File: src/verilog/dsem_pkg.sv
// constants and types for the semaphore token requester
package dsem_pkg;
   localparam int           DSEM_CELL_BITS   = 3;
   localparam int           DSEM_DATA_BITS   = 8;
   localparam int           DSEM_CELLS       = 8;
   localparam logic         DSEM_REQ_VAL     = 1'b0;
   localparam logic         DSEM_REL_VAL     = 1'b1;
   localparam int           DSEM_CLK_MHZ     = 200;
   // strobe width and recovery between accesses, ns
   localparam int           DSEM_STROBE_NS   = 50;
   localparam int           DSEM_GAP_NS      = 20;
   localparam int           DSEM_STROBE_CYC  = (DSEM_STROBE_NS * DSEM_CLK_MHZ + 999) / 1000;
   localparam int           DSEM_GAP_CYC     = (DSEM_GAP_NS * DSEM_CLK_MHZ + 999) / 1000;
   localparam int           DSEM_CNT_BITS    = 8;

   typedef enum logic [2:0]
   {
      DSEM_IDLE  = 3'b000,
      DSEM_WRITE = 3'b001,
      DSEM_READ  = 3'b010,
      DSEM_GAP   = 3'b011,
      DSEM_HOLD  = 3'b100
   } dsem_state_type;

   typedef enum logic [1:0]
   {
      DSEM_OP_NONE    = 2'b00,
      DSEM_OP_ACQUIRE = 2'b01,
      DSEM_OP_RELEASE = 2'b10
   } dsem_op_type;
endpackage : dsem_pkg

File: src/verilog/dsem_timer.sv
// down counter that pulses done when a loaded count runs out
`timescale 1ns/1ps
module dsem_timer #(
   parameter int W = 8
) (
   // clock and reset
   input  wire logic         clock,
   input  wire logic         rst,
   // control
   input  wire logic         load,
   input  wire logic [W-1:0] count,
   // status
   output logic              done
);
   logic [W-1:0] cnt_q;
   logic         run_q;

   // count down; done is high for one cycle at expiry
   always_ff @(posedge clock)
   begin
      if (rst)
      begin
         cnt_q <= '0;
         run_q <= 1'b0;
      end
      else if (load)
      begin
         cnt_q <= count;
         run_q <= 1'b1;
      end
      else if (run_q)
      begin
         cnt_q <= cnt_q - 1'b1;
         if (cnt_q == W'(1))
            run_q <= 1'b0;
      end
   end

   assign done = run_q && (cnt_q == W'(1));
endmodule : dsem_timer

File: src/verilog/dsem_host.sv
// requester that takes and frees one semaphore token over the device pins
`timescale 1ns/1ps
module dsem_host
   import dsem_pkg::*;
#(
   parameter int STROBE_CYC = dsem_pkg::DSEM_STROBE_CYC,
   parameter int GAP_CYC    = dsem_pkg::DSEM_GAP_CYC
) (
   // clock and reset
   input  wire logic                                clock,
   input  wire logic                                rst,
   // user command port
   input  wire logic                                cmd_valid,
   output logic                                     cmd_ready,
   input  wire dsem_pkg::dsem_op_type               cmd_op,
   input  wire logic [dsem_pkg::DSEM_CELL_BITS-1:0] cmd_cell,
   output logic                                     granted,
   output logic                                     done_pulse,
   output logic [dsem_pkg::DSEM_CELL_BITS-1:0]      held_cell,
   // device semaphore pins
   output logic                                     token_cell_select_n,
   output logic                                     write_n,
   output logic                                     output_enable_n,
   output logic [dsem_pkg::DSEM_CELL_BITS-1:0]      addr,
   output logic                                     token_data_bit_out,
   output logic                                     token_data_bit_oe,
   input  wire logic [dsem_pkg::DSEM_DATA_BITS-1:0] data_in
);
   import dsem_pkg::*;

   dsem_state_type                state_q, state_d;
   logic                          rel_q;
   logic [DSEM_CELL_BITS-1:0]     cell_q;
   logic                          granted_q;
   logic                          done_q;
   logic [DSEM_DATA_BITS-1:0]     sync1_q, sync2_q;
   logic                          tmr_load;
   logic [DSEM_CNT_BITS-1:0]      tmr_count;
   logic                          tmr_done;
   logic                          take_cmd;
   logic                          rd_zero;

   ////////////////////////////////////////////////////////////////////////////
   // pin input synchroniser; data pins come from another domain
   always_ff @(posedge clock)
   begin
      sync1_q <= data_in;
      sync2_q <= sync1_q;
   end

   // all lines carry the token bit; any zero line would be a glitch, so all must agree
   // no copy of the token is kept here: every poll goes out to the pins
   assign rd_zero = (sync2_q == '0);

   ////////////////////////////////////////////////////////////////////////////
   // command acceptance
   assign cmd_ready = (state_q == DSEM_IDLE) || (state_q == DSEM_HOLD);
   assign take_cmd  = cmd_valid && cmd_ready &&
                      ((state_q == DSEM_IDLE) ? (cmd_op == DSEM_OP_ACQUIRE)
                                              : (cmd_op == DSEM_OP_RELEASE));

   // the timer paces strobe width and recovery; it reloads at the end of every
   // phase except the two that finish a command, so a stale zero seen while the
   // bus is idle can never stall the next read
   // limitation: STROBE_CYC must be 3 or more, since the read is sampled two flops late
   assign tmr_load  = take_cmd ||
                      (tmr_done && !(state_q == DSEM_WRITE && rel_q) &&
                       !(state_q == DSEM_READ && rd_zero));
   assign tmr_count = (state_q == DSEM_WRITE && !rel_q) || (state_q == DSEM_READ)
                      ? DSEM_CNT_BITS'(GAP_CYC) : DSEM_CNT_BITS'(STROBE_CYC);

   dsem_timer #(
      .W     (DSEM_CNT_BITS)
   ) u_timer (
      .clock (clock),
      .rst   (rst),
      .load  (tmr_load),
      .count (tmr_count),
      .done  (tmr_done)
   );

   ////////////////////////////////////////////////////////////////////////////
   // sequencer: write, then for an acquire poll with cyclic reads until zero; a release returns to idle
   always_comb
   begin
      state_d = state_q;
      case (state_q)
         DSEM_IDLE : if (take_cmd) state_d = DSEM_WRITE;
         DSEM_WRITE: if (tmr_done) state_d = rel_q ? DSEM_IDLE : DSEM_GAP;
         DSEM_GAP  : if (tmr_done) state_d = DSEM_READ;
         // read strobe drops between polls so the device hold latch refreshes
         DSEM_READ : if (tmr_done) state_d = rd_zero ? DSEM_HOLD : DSEM_GAP;
         DSEM_HOLD : if (take_cmd) state_d = DSEM_WRITE;
         default   : state_d = DSEM_IDLE;
      endcase
   end

   // sequencer and user state registers
   always_ff @(posedge clock)
   begin
      if (rst)
      begin
         state_q   <= DSEM_IDLE;
         rel_q     <= 1'b0;
         cell_q    <= '0;
         granted_q <= 1'b0;
         done_q    <= 1'b0;
      end
      else
      begin
         state_q <= state_d;
         done_q  <= 1'b0;
         if (take_cmd)
         begin
            rel_q <= (cmd_op == DSEM_OP_RELEASE);
            if (state_q == DSEM_IDLE)
               cell_q <= cmd_cell;
         end
         if (state_q == DSEM_READ && tmr_done && rd_zero)
         begin
            granted_q <= 1'b1;
            done_q    <= 1'b1;
         end
         if (state_q == DSEM_WRITE && tmr_done && rel_q)
         begin
            granted_q <= 1'b0;
            done_q    <= 1'b1;
         end
      end
   end

   assign granted    = granted_q;
   assign done_pulse = done_q;
   assign held_cell  = cell_q;

   ////////////////////////////////////////////////////////////////////////////
   // device pins; strobe decodes are named wires
   wire in_write = (state_q == DSEM_WRITE);
   wire in_read  = (state_q == DSEM_READ);

   assign token_cell_select_n = !(in_write || in_read);
   assign write_n             = !in_write;
   assign output_enable_n     = !in_read;
   assign addr                = cell_q;
   assign token_data_bit_oe   = in_write;
   assign token_data_bit_out  = rel_q ? DSEM_REL_VAL : DSEM_REQ_VAL;
endmodule : dsem_host

File: config.mk
export PLATFORM = sky130hd
export DESIGN_NAME = dsem_host
export DESIGN_NICKNAME = d
export VERILOG_FILES = /design/src/verilog/dsem_pkg.sv /design/src/verilog/dsem_timer.sv /design/src/verilog/dsem_host.sv
export SDC_FILE = /design/constraint.sdc
export NUM_CORES = 1
export LEC_CHECK = 0
export BUFFER_PORTS_ARGS = -buffer_cell sky130_fd_sc_hd__buf_2
export CAP_MARGIN = 15
export CORE_MARGIN = 3
export CORE_UTILIZATION = 46
export CTS_BUF_LIST = sky130_fd_sc_hd__clkbuf_8
export DETAILED_ROUTE_END_ITERATION = 16
export PLACE_DENSITY_LB_ADDON = 0.3
export SYNTH_ARGS = -nofsm -noshare
export SYNTH_HDL_FRONTEND = slang
export SYNTH_SLANG_ARGS = --single-unit
File: constraint.sdc
create_clock -name clock -period 2 [get_ports clock]
set_clock_uncertainty 0.15 [all_clocks]
set_input_delay 0.4 -clock clock [delete_from_list [all_inputs] [get_ports clock]]
set_output_delay 0.4 -clock clock [all_outputs]
set_load 0.05 [all_outputs]
==> tab_implementation.tex, run 1 <==
\begin{tabular}{lr}
\hline
Metric & Value \\
\hline
\multicolumn{2}{l}{\textbf{Outcome}} \\
Status & finished, final reports clean \\
\multicolumn{2}{l}{\textbf{Timing}} \\
Final Max Tran Viols & 0 \\
Max Clk Rate & 507.3 MHz \\
Headroom to the max-slew limit & 74.00\% \\
Worst-case setup margin in the final layout & 0.02892 ns \\
Final period util & 98.55\% \\
Setup repair after global routing missed its margin & yes \\
Hold slack final & 0.06014 ns \\
Number of hold-slack violations in the final timing report & 0 \\
Transition time at the pin with the least slew margin & 0.3859 ns \\
Final setup violation count & 0 \\
Post-layout minimum cycle time & 1.971 ns \\
\multicolumn{2}{l}{\textbf{Synthesis}} \\
Share of the yosys chip area belonging to registers & 47.68\% \\
Leading register cell type out of synthesis & dfxtp\_1 \\
Net count of the mapped netlist & 160 \\
Most used standard cells in the synthesized netlist & dfxtp\_1, a21oi\_1, nor2\_1, nor3\_1, nand2\_1 \\
Cell Area, Synth & 1428 sq um \\
Number of register bits inferred by synthesis & 34 \\
Number of enable flip-flop cells after synthesis & 0 \\
Library cell with the highest instance count after synthesis & dfxtp\_1 \\
Warning count from the yosys run & 0 \\
Largest family of logic cells by synthesized area & simple AND/OR/NAND/NOR gates \\
Top cell type's share of synthesized area & 47.68\% \\
Simple-gate area share of the yosys netlist & 22.61\% \\
Compound-Gate Fraction of Synth Area & 18.67\% \\
Post-Synth XOR/XNOR Area & 2.454\% \\
Avg Synthesized Cell Area & 10.05 sq um \\
Multiplexer fraction of the synthesized cell area & 0\% \\
Post-Synthesis Cells & 142 \\
Cell type with the highest aggregate area in the netlist & dfxtp\_1 \\
Synth async-reset ratio & 0\% \\
Distinct cells, synth & 47 \\
Leading post-synthesis cells by cell area & dfxtp\_1, a21oi\_1, nor3\_1 \\
Synth Area in Adders & 1.753\% \\
\multicolumn{2}{l}{\textbf{Worst setup path}} \\
Highest fanout seen on the critical path & 7 \\
Worst Setup Path Type & reg -> reg \\
Data arrival at the endpoint of the critical path & 2.02 ns \\
Reg-to-reg startpoint & sync2\_q[5]\$\_DFF\_P\_ \\
Worst setup path start & sync2\_q[5]\$\_DFF\_P\_ \\
Required time worst endpoint & 2.04 ns \\
Type of destination of the critical path & register \\
Reg2Reg Depth & 6 \\
Kind of launch point of the worst setup path & register \\
\multicolumn{2}{l}{\textbf{Min path}} \\
Hold path startpoint & data\_in[6] \\
Hold path depth & 1 \\
Hold WC Path Type & in -> reg \\
\multicolumn{2}{l}{\textbf{Cells and area}} \\
Area grow syn2layout & 25.59\% \\
Area of all placed cells without fillers & 1793 sq um \\
Share of layout cells above drive strength 1 & 37.78\% \\
Utilization of the core after routing & 62.85\% \\
NumNets Final & 197 \\
Final std cells w/o fill & 211 \\
Antenna diode instance count & 0 \\
\multicolumn{2}{l}{\textbf{GRT}} \\
Wire length of the first global-routing pass & 5.043 mm \\
Initial antenna violation count & 0 \\
Global-route layer with the greatest usage & met2 \\
Overall track demand over capacity in global routing & 18.49\% \\
Met1 Use GR & 19.80\% \\
Largest net degree at the start of global routing & 20 \\
Met2 GRT Util & 32.74\% \\
Number of global-route vias before repair & 1135 \\
GR met3 Demand/Resource & 3.926\% \\
Global route overflow & 0 \\
\multicolumn{2}{l}{\textbf{Placement}} \\
DP Cell Count & 201 \\
Area after detailed placement & 1622 sq um \\
Post-Place Worst Slack & -0.004429 ns \\
HPWL after detailed placement & 2.264 mm \\
Buffers added on ports & 29 \\
Weighted congestion at the end of routability-driven global placement & 0.8419 \\
\multicolumn{2}{l}{\textbf{Floorplan}} \\
Starting Density & 50.04\% \\
Height of the die & 61.71 microns \\
Core area & 2853 sq um \\
I/O pin cnt & 30 \\
Die X-Extent & 61.71 microns \\
Placement Rows & 19 \\
Die Area & 3808 sq um \\
\multicolumn{2}{l}{\textbf{Clock network}} \\
TritonCTS clock tree & built \\
CTS clock-pin slew for the worst setup and hold paths & 0.07 ns \\
Post-cts hold buffer count & 0 \\
Root buffer cell & clkbuf\_8 \\
TritonCTS Sinks & 34 \\
Buffers from clock root to sink, at most & 2 \\
Number of buffers inserted during clock tree synthesis & 5 \\
H-Tree Level Count & 2 \\
Insertion delay of the later-clocked pin in the worst-skew pair & 0.29 ns \\
\multicolumn{2}{l}{\textbf{Power}} \\
Leakage power figure & 0.0007441 uW \\
IR drop worst, VDD & 0.6292 mV \\
PwrDens & 979.9 nW/um\^{}2 \\
\multicolumn{2}{l}{\textbf{Run}} \\
Max-cap viol count & 0 \\
\multicolumn{2}{l}{\textbf{Routing}} \\
Via total after detailed routing & 1155 \\
Wire length reported by the detailed router & 3.057 mm \\
Drt via density & 5.474 \\
DRT iter0 DRCs & 49 \\
\# DRC & 0 \\
Antenna-violating nets left & 0 \\
Wirelength per Cell & 14.49 microns \\
Length of the first detailed-routing pass in iterations & 4 \\
\hline
\end{tabular}
layout make-up:
cell class | count | area, sq um
clock buffer | 5 | 68.82
clock inverter | 3 | 68.82
fill | 250 | 1060
inverter | 9 | 36.28
multi-input combinational | 91 | 676.9
sequential | 34 | 684.4
tap | 31 | 38.79
timing repair buffer | 38 | 219.0
sequential cells by signal, summed over array words and instances, names as in the netlist:
name and flops:
sync1_q 8, sync2_q 8, u_timer.cnt_q 8, addr 3
state_q 3, done_pulse 1, granted 1, rel_q 1
u_timer.run_q 1
final timing paths:
path,slack (ns),end
min reg2reg,0.18,sync2_q[3]$_DFF_P_
max,0.03,u_timer.cnt_q[3]$_SDFFE_PP0P_
min,0.06,sync1_q[6]$_DFF_P_
max reg2reg,0.03,u_timer.cnt_q[3]$_SDFFE_PP0P_
worst max-delay path, stage by stage (launching register included):
cell,delay (ns)
dfxtp_1,0.30
or4_4,0.55
nor3_4,0.25
o41ai_4,0.10
buf_6,0.16
a21o_1,0.15
a221oi_2,0.21
kinds of logic after synthesis:
group | after synthesis
adders and majority gates | 2
DFF | 34
and+or+nand+nor | 52
buffers and inverters | 17
AOI/OAI and AO/OA | 33
xor gates and xnor gates | 4
timing repair:
| item | in CTS | in global routing |
|---|---|---|
| endpoints found under the setup margin | 2 | 7 |
| pin swaps | 2 | 1 |
| buffers inserted | 1 | 1 |
| resized for setup | 4 | 3 |
report_power, final:
group	internal [uW]	total, uW	switching (uW)	leakage [uW]
combinational	102	263	161	0.000393
clock	499	746	247	0.0000683
sequential	717	748	30.4	0.000283
total	1320	1760	438	0.000744
cell usage in the layout (no fill, tap or decap), drive strengths merged, types with 3 or more instances in the layout:
| master | count |
|---|---|
| a21oi | 11 |
| buf | 37 |
| clkbuf | 6 |
| dfxtp | 34 |
| inv | 9 |
| nand2 | 8 |
| nand2b | 3 |
| nand3 | 5 |
| nor2 | 13 |
| nor3 | 12 |
| nor3b | 3 |
| o21ai | 4 |
| xor2 | 3 |
layer usage:
metal / vias up / part of all wire [%]
met5: - / 0
met4: 0 / 3.2
met1: 533 / 41
li1: 577 / -
met2: 36 / 51
met3: 9 / 5.2
per-stage QoR:
stage,power (uW),setup TNS (ns)
after detailed placement,1016,-0.004429
after CTS,1766,0
after global placement,1004,0
after floorplan,949.0,-0.6068
after global routing,1825,-0.04969
final,1757,0
Note: power is estimated with default switching activity, not from simulation.
==> run 2, diff against run 1 <==
--- a/config.mk
+++ b/config.mk
@@ -9,7 +9,6 @@
 export CAP_MARGIN = 15
 export CORE_MARGIN = 3
 export CORE_UTILIZATION = 46
-export CTS_BUF_LIST = sky130_fd_sc_hd__clkbuf_8
 export DETAILED_ROUTE_END_ITERATION = 16
 export PLACE_DENSITY_LB_ADDON = 0.3
 export SYNTH_ARGS = -nofsm -noshare
==> run 2 against run 1 <==
Final area rose by 1.5%. Sequential share of layout area decreased by 0.44 points. Hold slack lost 0.043 ns. Total power shrank 6.4%. Clock power decreased by 17%. Count of clock-buffer cells in the layout stayed put. Die area unchanged. Via count is 0.87% higher. Flip-flop and latch count unchanged. Critical path type unchanged. Largest power group unchanged.
==> tab_implementation.tex, run 2 (same netlist as run 1, synthesis figures left out) <==
\begin{tabular}{lr}
\hline
Metric & Value \\
\hline
\multicolumn{2}{l}{\textbf{Routing}} \\
Length of the first detailed-routing pass in iterations & 4 \\
Antenna-violating nets left & 0 \\
DRT iter0 DRCs & 42 \\
Via total after detailed routing & 1165 \\
Wirelength per Cell & 14.07 microns \\
\# DRC & 0 \\
Wire length reported by the detailed router & 3.026 mm \\
Drt via density & 5.419 \\
\multicolumn{2}{l}{\textbf{Timing}} \\
Final period util & 98.63\% \\
Headroom to the max-slew limit & 73.80\% \\
Transition time at the pin with the least slew margin & 0.3889 ns \\
Final setup violation count & 0 \\
Hold slack final & 0.01741 ns \\
Setup repair after global routing missed its margin & yes \\
Max Clk Rate & 506.9 MHz \\
Number of hold-slack violations in the final timing report & 0 \\
Worst-case setup margin in the final layout & 0.02731 ns \\
Setup TNS Final & 0 ns \\
Final Max Tran Viols & 0 \\
Post-layout minimum cycle time & 1.973 ns \\
\multicolumn{2}{l}{\textbf{GRT}} \\
Number of global-route vias before repair & 1113 \\
Initial antenna violation count & 0 \\
Wire length of the first global-routing pass & 4.809 mm \\
Largest net degree at the start of global routing & 20 \\
Global-route layer with the greatest usage & met2 \\
Global route overflow & 0 \\
Overall track demand over capacity in global routing & 17.54\% \\
GR met3 Demand/Resource & 5.165\% \\
Met2 GRT Util & 31.54\% \\
Met1 Use GR & 18.47\% \\
\multicolumn{2}{l}{\textbf{Cells and area}} \\
Antenna diode instance count & 0 \\
Area grow syn2layout & 27.52\% \\
Area taken by multi-input logic gates & 684.4 sq um \\
NumNets Final & 201 \\
Leading cell types in the layout, fill and taps excluded & dfxtp\_1, buf\_2, a21oi\_1 \\
Leading cell type in the layout, fill and taps excluded & dfxtp\_1 \\
Number of fill cells in the layout & 244 \\
Combined flip-flop and latch cell area & 686.9 sq um \\
Share of layout cells above drive strength 1 & 36.96\% \\
Largest registers ranked by flip-flop count & sync1\_q: 8 flops, sync2\_q: 8 flops, u\_timer.cnt\_q: 8 flops \\
\multicolumn{2}{l}{\textbf{Worst setup path}} \\
Type of destination of the critical path & register \\
Reg2Reg Depth & 6 \\
Highest fanout seen on the critical path & 7 \\
Worst Setup Path Type & reg -> reg \\
Data arrival at the endpoint of the critical path & 2.07 ns \\
Required time worst endpoint & 2.09 ns \\
Worst setup path start & sync2\_q[5]\$\_DFF\_P\_ \\
Reg-to-reg startpoint & sync2\_q[5]\$\_DFF\_P\_ \\
Kind of launch point of the worst setup path & register \\
\multicolumn{2}{l}{\textbf{Clock network}} \\
Insertion delay of the later-clocked pin in the worst-skew pair & 0.33 ns \\
TritonCTS clock tree & built \\
Number of buffers inserted during clock tree synthesis & 5 \\
H-Tree Level Count & 2 \\
Buffers from clock root to sink, at most & 2 \\
Root buffer cell & clkbuf\_4 \\
TritonCTS Sinks & 34 \\
CTS clock-pin slew for the worst setup and hold paths & 0.11 ns \\
\multicolumn{2}{l}{\textbf{Floorplan}} \\
Core area & 2853 sq um \\
Die Area & 3808 sq um \\
Starting Density & 50.04\% \\
Die X-Extent & 61.71 microns \\
Placement Rows & 19 \\
Height of the die & 61.71 microns \\
I/O pin cnt & 30 \\
\multicolumn{2}{l}{\textbf{Min path}} \\
Hold WC Path Type & in -> reg \\
Hold path startpoint & data\_in[1] \\
Hold path depth & 1 \\
\multicolumn{2}{l}{\textbf{Power}} \\
PwrDens & 902.8 nW/um\^{}2 \\
Overall power consumption & 1644 uW \\
Leakage power figure & 0.0007497 uW \\
IR drop worst, VDD & 0.7221 mV \\
\multicolumn{2}{l}{\textbf{Run}} \\
Max-cap viol count & 0 \\
\multicolumn{2}{l}{\textbf{Placement}} \\
Post-Place Worst Slack & -0.004429 ns \\
Weighted congestion at the end of routability-driven global placement & 0.8419 \\
HPWL after detailed placement & 2.264 mm \\
Buffers added on ports & 29 \\
\multicolumn{2}{l}{\textbf{Outcome}} \\
Status & finished, final reports clean \\
\hline
\end{tabular}
==> run 2: cell count changes in the layout (fill, tap and decap cells not counted) <==
cell	change
dlygate4sd3_1	+5
buf_2	-1
clkbuf_4	+4
nor2_1	-1
buf_6	+1
clkbuf_8	-5
nor2_4	+1
dfxtp_2	-1
dfxtp_4	+1
==> run 2: path summary, 6_finish.rpt <==
kind | slack, ns | endpoint
min reg2reg | 0.18 | sync2_q[0]$_DFF_P_
max reg2reg | 0.03 | u_timer.cnt_q[3]$_SDFFE_PP0P_
max | 0.03 | u_timer.cnt_q[3]$_SDFFE_PP0P_
min | 0.02 | sync1_q[1]$_DFF_P_
==> run 2: report_power, final <==
group | switching, uW | total [uW] | internal [uW] | leakage (uW)
Combinational | 164 | 276 | 112 | 0.000411
Clock | 230 | 622 | 391 | 0.0000554
Sequential | 29.7 | 746 | 716 | 0.000283
Total | 425 | 1640 | 1220 | 0.000750
==> run 2: repair_timing <==
item,4_1_cts,5_1_grt
endpoints found under the hold margin,0,5
gates resized for setup,5,8
hold buffers,0,5
setup endpoints to repair,3,10
pin swaps,2,1
buffers inserted,1,0
==> run 2: area by class of cell <==
class | instances | share of cell area (%)
inverter | 9 | 1.993
clock buffer | 5 | 2.062
tap | 31 | 2.131
multi-input combinational | 91 | 37.59
clock inverter | 3 | 3.780
timing repair buffer | 42 | 14.71
sequential | 34 | 37.73
==> run 2: critical path, stage by stage, from the launching register on <==
cell and delay (ns):
dfxtp_1 0.32, or4_4 0.55, nor3_4 0.25, o41ai_4 0.10, buf_6 0.16, a21o_1 0.15, a221oi_2 0.21
==> run 2: stage by stage <==
step	utilization, %	area (sq um)	cells
6_report	63.82	1821	215
5_1_grt	63.82	1821	215
4_1_cts	61.32	1749	210
3_5_place_dp	56.84	1622	201
3_3_place_gp	56.84	1622	201
2_1_floorplan	-	1455	142
==> run 2: layer usage <==
metal	up-vias	share of wire [%]
met5	-	0
met4	0	2.5
met3	8	4.8
met2	32	53
met1	538	40
li1	587	-
==> run 3, diff against run 2 <==
--- a/config.mk
+++ b/config.mk
@@ -10,7 +10,7 @@
 export CORE_MARGIN = 3
 export CORE_UTILIZATION = 46
 export DETAILED_ROUTE_END_ITERATION = 16
-export PLACE_DENSITY_LB_ADDON = 0.3
+export PLACE_DENSITY = 0.69
 export SYNTH_ARGS = -nofsm -noshare
 export SYNTH_HDL_FRONTEND = slang
 export SYNTH_SLANG_ARGS = --single-unit
==> run 3 against run 2 <==
Routed wire length shrank 3.2%. Fmax is essentially flat. Critical path depth down 1. Flip-flop and latch count unchanged. Count of clock-buffer cells in the layout increased by 1. Hold slack lost 0.0014 ns. Via count decreased by 2.7%. Die area unchanged. Final area down 4.6%. First-iteration DRC count is 21% lower. Critical endpoint is now token_cell_select_n. Largest cell class unchanged.
==> tab_implementation.tex, run 3 (same netlist as run 1, synthesis figures left out) <==
\begin{tabular}{lr}
\hline
Metric & Value \\
\hline
\multicolumn{2}{l}{\textbf{Outcome}} \\
Status & finished, final reports clean \\
\multicolumn{2}{l}{\textbf{Floorplan}} \\
Die Area & 3808 sq um \\
Starting Density & 50.04\% \\
I/O pin cnt & 30 \\
Placement Rows & 19 \\
Die X-Extent & 61.71 microns \\
Height of the die & 61.71 microns \\
Core area & 2853 sq um \\
\multicolumn{2}{l}{\textbf{Worst setup path}} \\
Total buffers and inverters traversed by the critical path & 3 \\
Type of destination of the critical path & output port \\
Most prevalent standard cell on the critical path & buf\_4 \\
Worst Setup Path Type & reg -> out \\
Crit path largest cell delay & 0.36 ns \\
Chain of cells forming the critical path & buf\_4 -> nor3b\_4 -> buf\_4 -> nor2\_1 -> buf\_4 \\
Kind of cell with the highest combined delay on the critical path & buffers and inverters \\
Data arrival at the endpoint of the critical path & 1.42 ns \\
Required time worst endpoint & 1.45 ns \\
Crit path max-delay cell type & dfxtp\_2 \\
Kind of launch point of the worst setup path & register \\
Highest fanout seen on the critical path & 4 \\
\multicolumn{2}{l}{\textbf{Clock network}} \\
Buffers from clock root to sink, at most & 2 \\
Insertion delay of the later-clocked pin in the worst-skew pair & 0.32 ns \\
CTS clock-pin slew for the worst setup and hold paths & 0.10 ns \\
Post-cts hold buffer count & 0 \\
H-Tree Level Count & 2 \\
TritonCTS Sinks & 34 \\
Number of buffers inserted during clock tree synthesis & 5 \\
TritonCTS clock tree & built \\
Root buffer cell & clkbuf\_4 \\
\multicolumn{2}{l}{\textbf{Routing}} \\
Length of the first detailed-routing pass in iterations & 4 \\
Drt via density & 5.324 \\
Wirelength per Cell & 13.75 microns \\
Wire length reported by the detailed router & 2.928 mm \\
Via total after detailed routing & 1134 \\
DRT iter0 DRCs & 33 \\
Antenna-violating nets left & 0 \\
\# DRC & 0 \\
\multicolumn{2}{l}{\textbf{Cells and area}} \\
Share of layout cells above drive strength 1 & 38.46\% \\
NumNets Final & 199 \\
Leading cell type in the layout, fill and taps excluded & dfxtp\_1 \\
Antenna diode instance count & 0 \\
Area of all placed cells without fillers & 1737 sq um \\
Leading cell types in the layout, fill and taps excluded & dfxtp\_1, buf\_2, buf\_4 \\
Utilization of the core after routing & 60.88\% \\
Largest registers ranked by flip-flop count & sync1\_q: 8 flops, sync2\_q: 8 flops, u\_timer.cnt\_q: 8 flops \\
Area grow syn2layout & 21.65\% \\
\multicolumn{2}{l}{\textbf{Timing}} \\
Hold slack final & 0.01605 ns \\
Headroom to the max-slew limit & 75.16\% \\
Post-layout minimum cycle time & 1.974 ns \\
Final setup violation count & 0 \\
Transition time at the pin with the least slew margin & 0.3727 ns \\
Final period util & 98.69\% \\
Setup repair after global routing missed its margin & yes \\
Max Clk Rate & 506.7 MHz \\
Final Max Tran Viols & 0 \\
Number of hold-slack violations in the final timing report & 0 \\
Setup TNS Final & 0 ns \\
\multicolumn{2}{l}{\textbf{Placement}} \\
Weighted congestion at the end of routability-driven global placement & 0.8850 \\
Area after detailed placement & 1637 sq um \\
Buffers added on ports & 29 \\
HPWL after detailed placement & 2.196 mm \\
\multicolumn{2}{l}{\textbf{Power}} \\
Leakage power figure & 0.0007208 uW \\
IR drop worst, VDD & 0.4192 mV \\
Overall power consumption & 1411 uW \\
PwrDens & 812.2 nW/um\^{}2 \\
\multicolumn{2}{l}{\textbf{Min path}} \\
Hold WC Path Type & in -> reg \\
\multicolumn{2}{l}{\textbf{GRT}} \\
Initial antenna violation count & 0 \\
Number of global-route vias before repair & 1067 \\
Largest net degree at the start of global routing & 20 \\
Global route overflow & 0 \\
Overall track demand over capacity in global routing & 16.50\% \\
Wire length of the first global-routing pass & 4.567 mm \\
\multicolumn{2}{l}{\textbf{Run}} \\
Max-cap viol count & 0 \\
\hline
\end{tabular}
[run 3: what timing repair did]
action | CTS | global route
hold endpoints to repair | 0 | 0
endpoints found under the setup margin | 3 | 7
pin swaps | 2 | 3
setup buffers | 1 | 1
resized for setup | 5 | 5
[run 3: where the power goes]
| part | internal (uW) | switching [uW] |
|---|---|---|
| registers | 717 | 28.1 |
| clock network | 169 | 227 |
| logic | 108 | 161 |
| total | 994 | 417 |
[run 3: final timing paths]
kind | from | to | slack (ns) | cells past startpoint
max | state_q[1]$_SDFFE_PP0P_ | token_cell_select_n | 0.03 | 5
min reg2reg | sync1_q[1]$_DFF_P_ | sync2_q[1]$_DFF_P_ | 0.18 | 0
max reg2reg | sync2_q[4]$_DFF_P_ | u_timer.cnt_q[3]$_SDFFE_PP0P_ | 0.03 | 6
min | data_in[4] | sync1_q[4]$_DFF_P_ | 0.02 | 1
[run 3: routing by layer]
metal / vias to the layer above / GRT usage [%] / wire length [microns]
met5: - / 0 / 0
met4: 0 / 6.364 / 29
met3: 5 / 3.719 / 127
met2: 28 / 29.75 / 1491
met1: 522 / 18.82 / 1279
li1: 579 / - / -
[run 3: per-stage QoR]
step,worst slack (ns),std cells
2_1_floorplan,-0.2082,142
3_3_place_gp,0.07454,203
3_5_place_dp,0.01404,203
4_1_cts,0.001567,212
5_1_grt,-0.04066,213
6_report,0.02629,213
[run 3: layout make-up]
type / count / area [sq um]
Clock buffer: 6 / 51.30
Clock inverter: 2 / 12.51
Fill cell: 252 / 1116
Inverter: 9 / 36.28
Multi-Input combinational cell: 91 / 674.4
Sequential cell: 34 / 684.4
Tap cell: 31 / 38.79
Timing Repair Buffer: 40 / 239.0
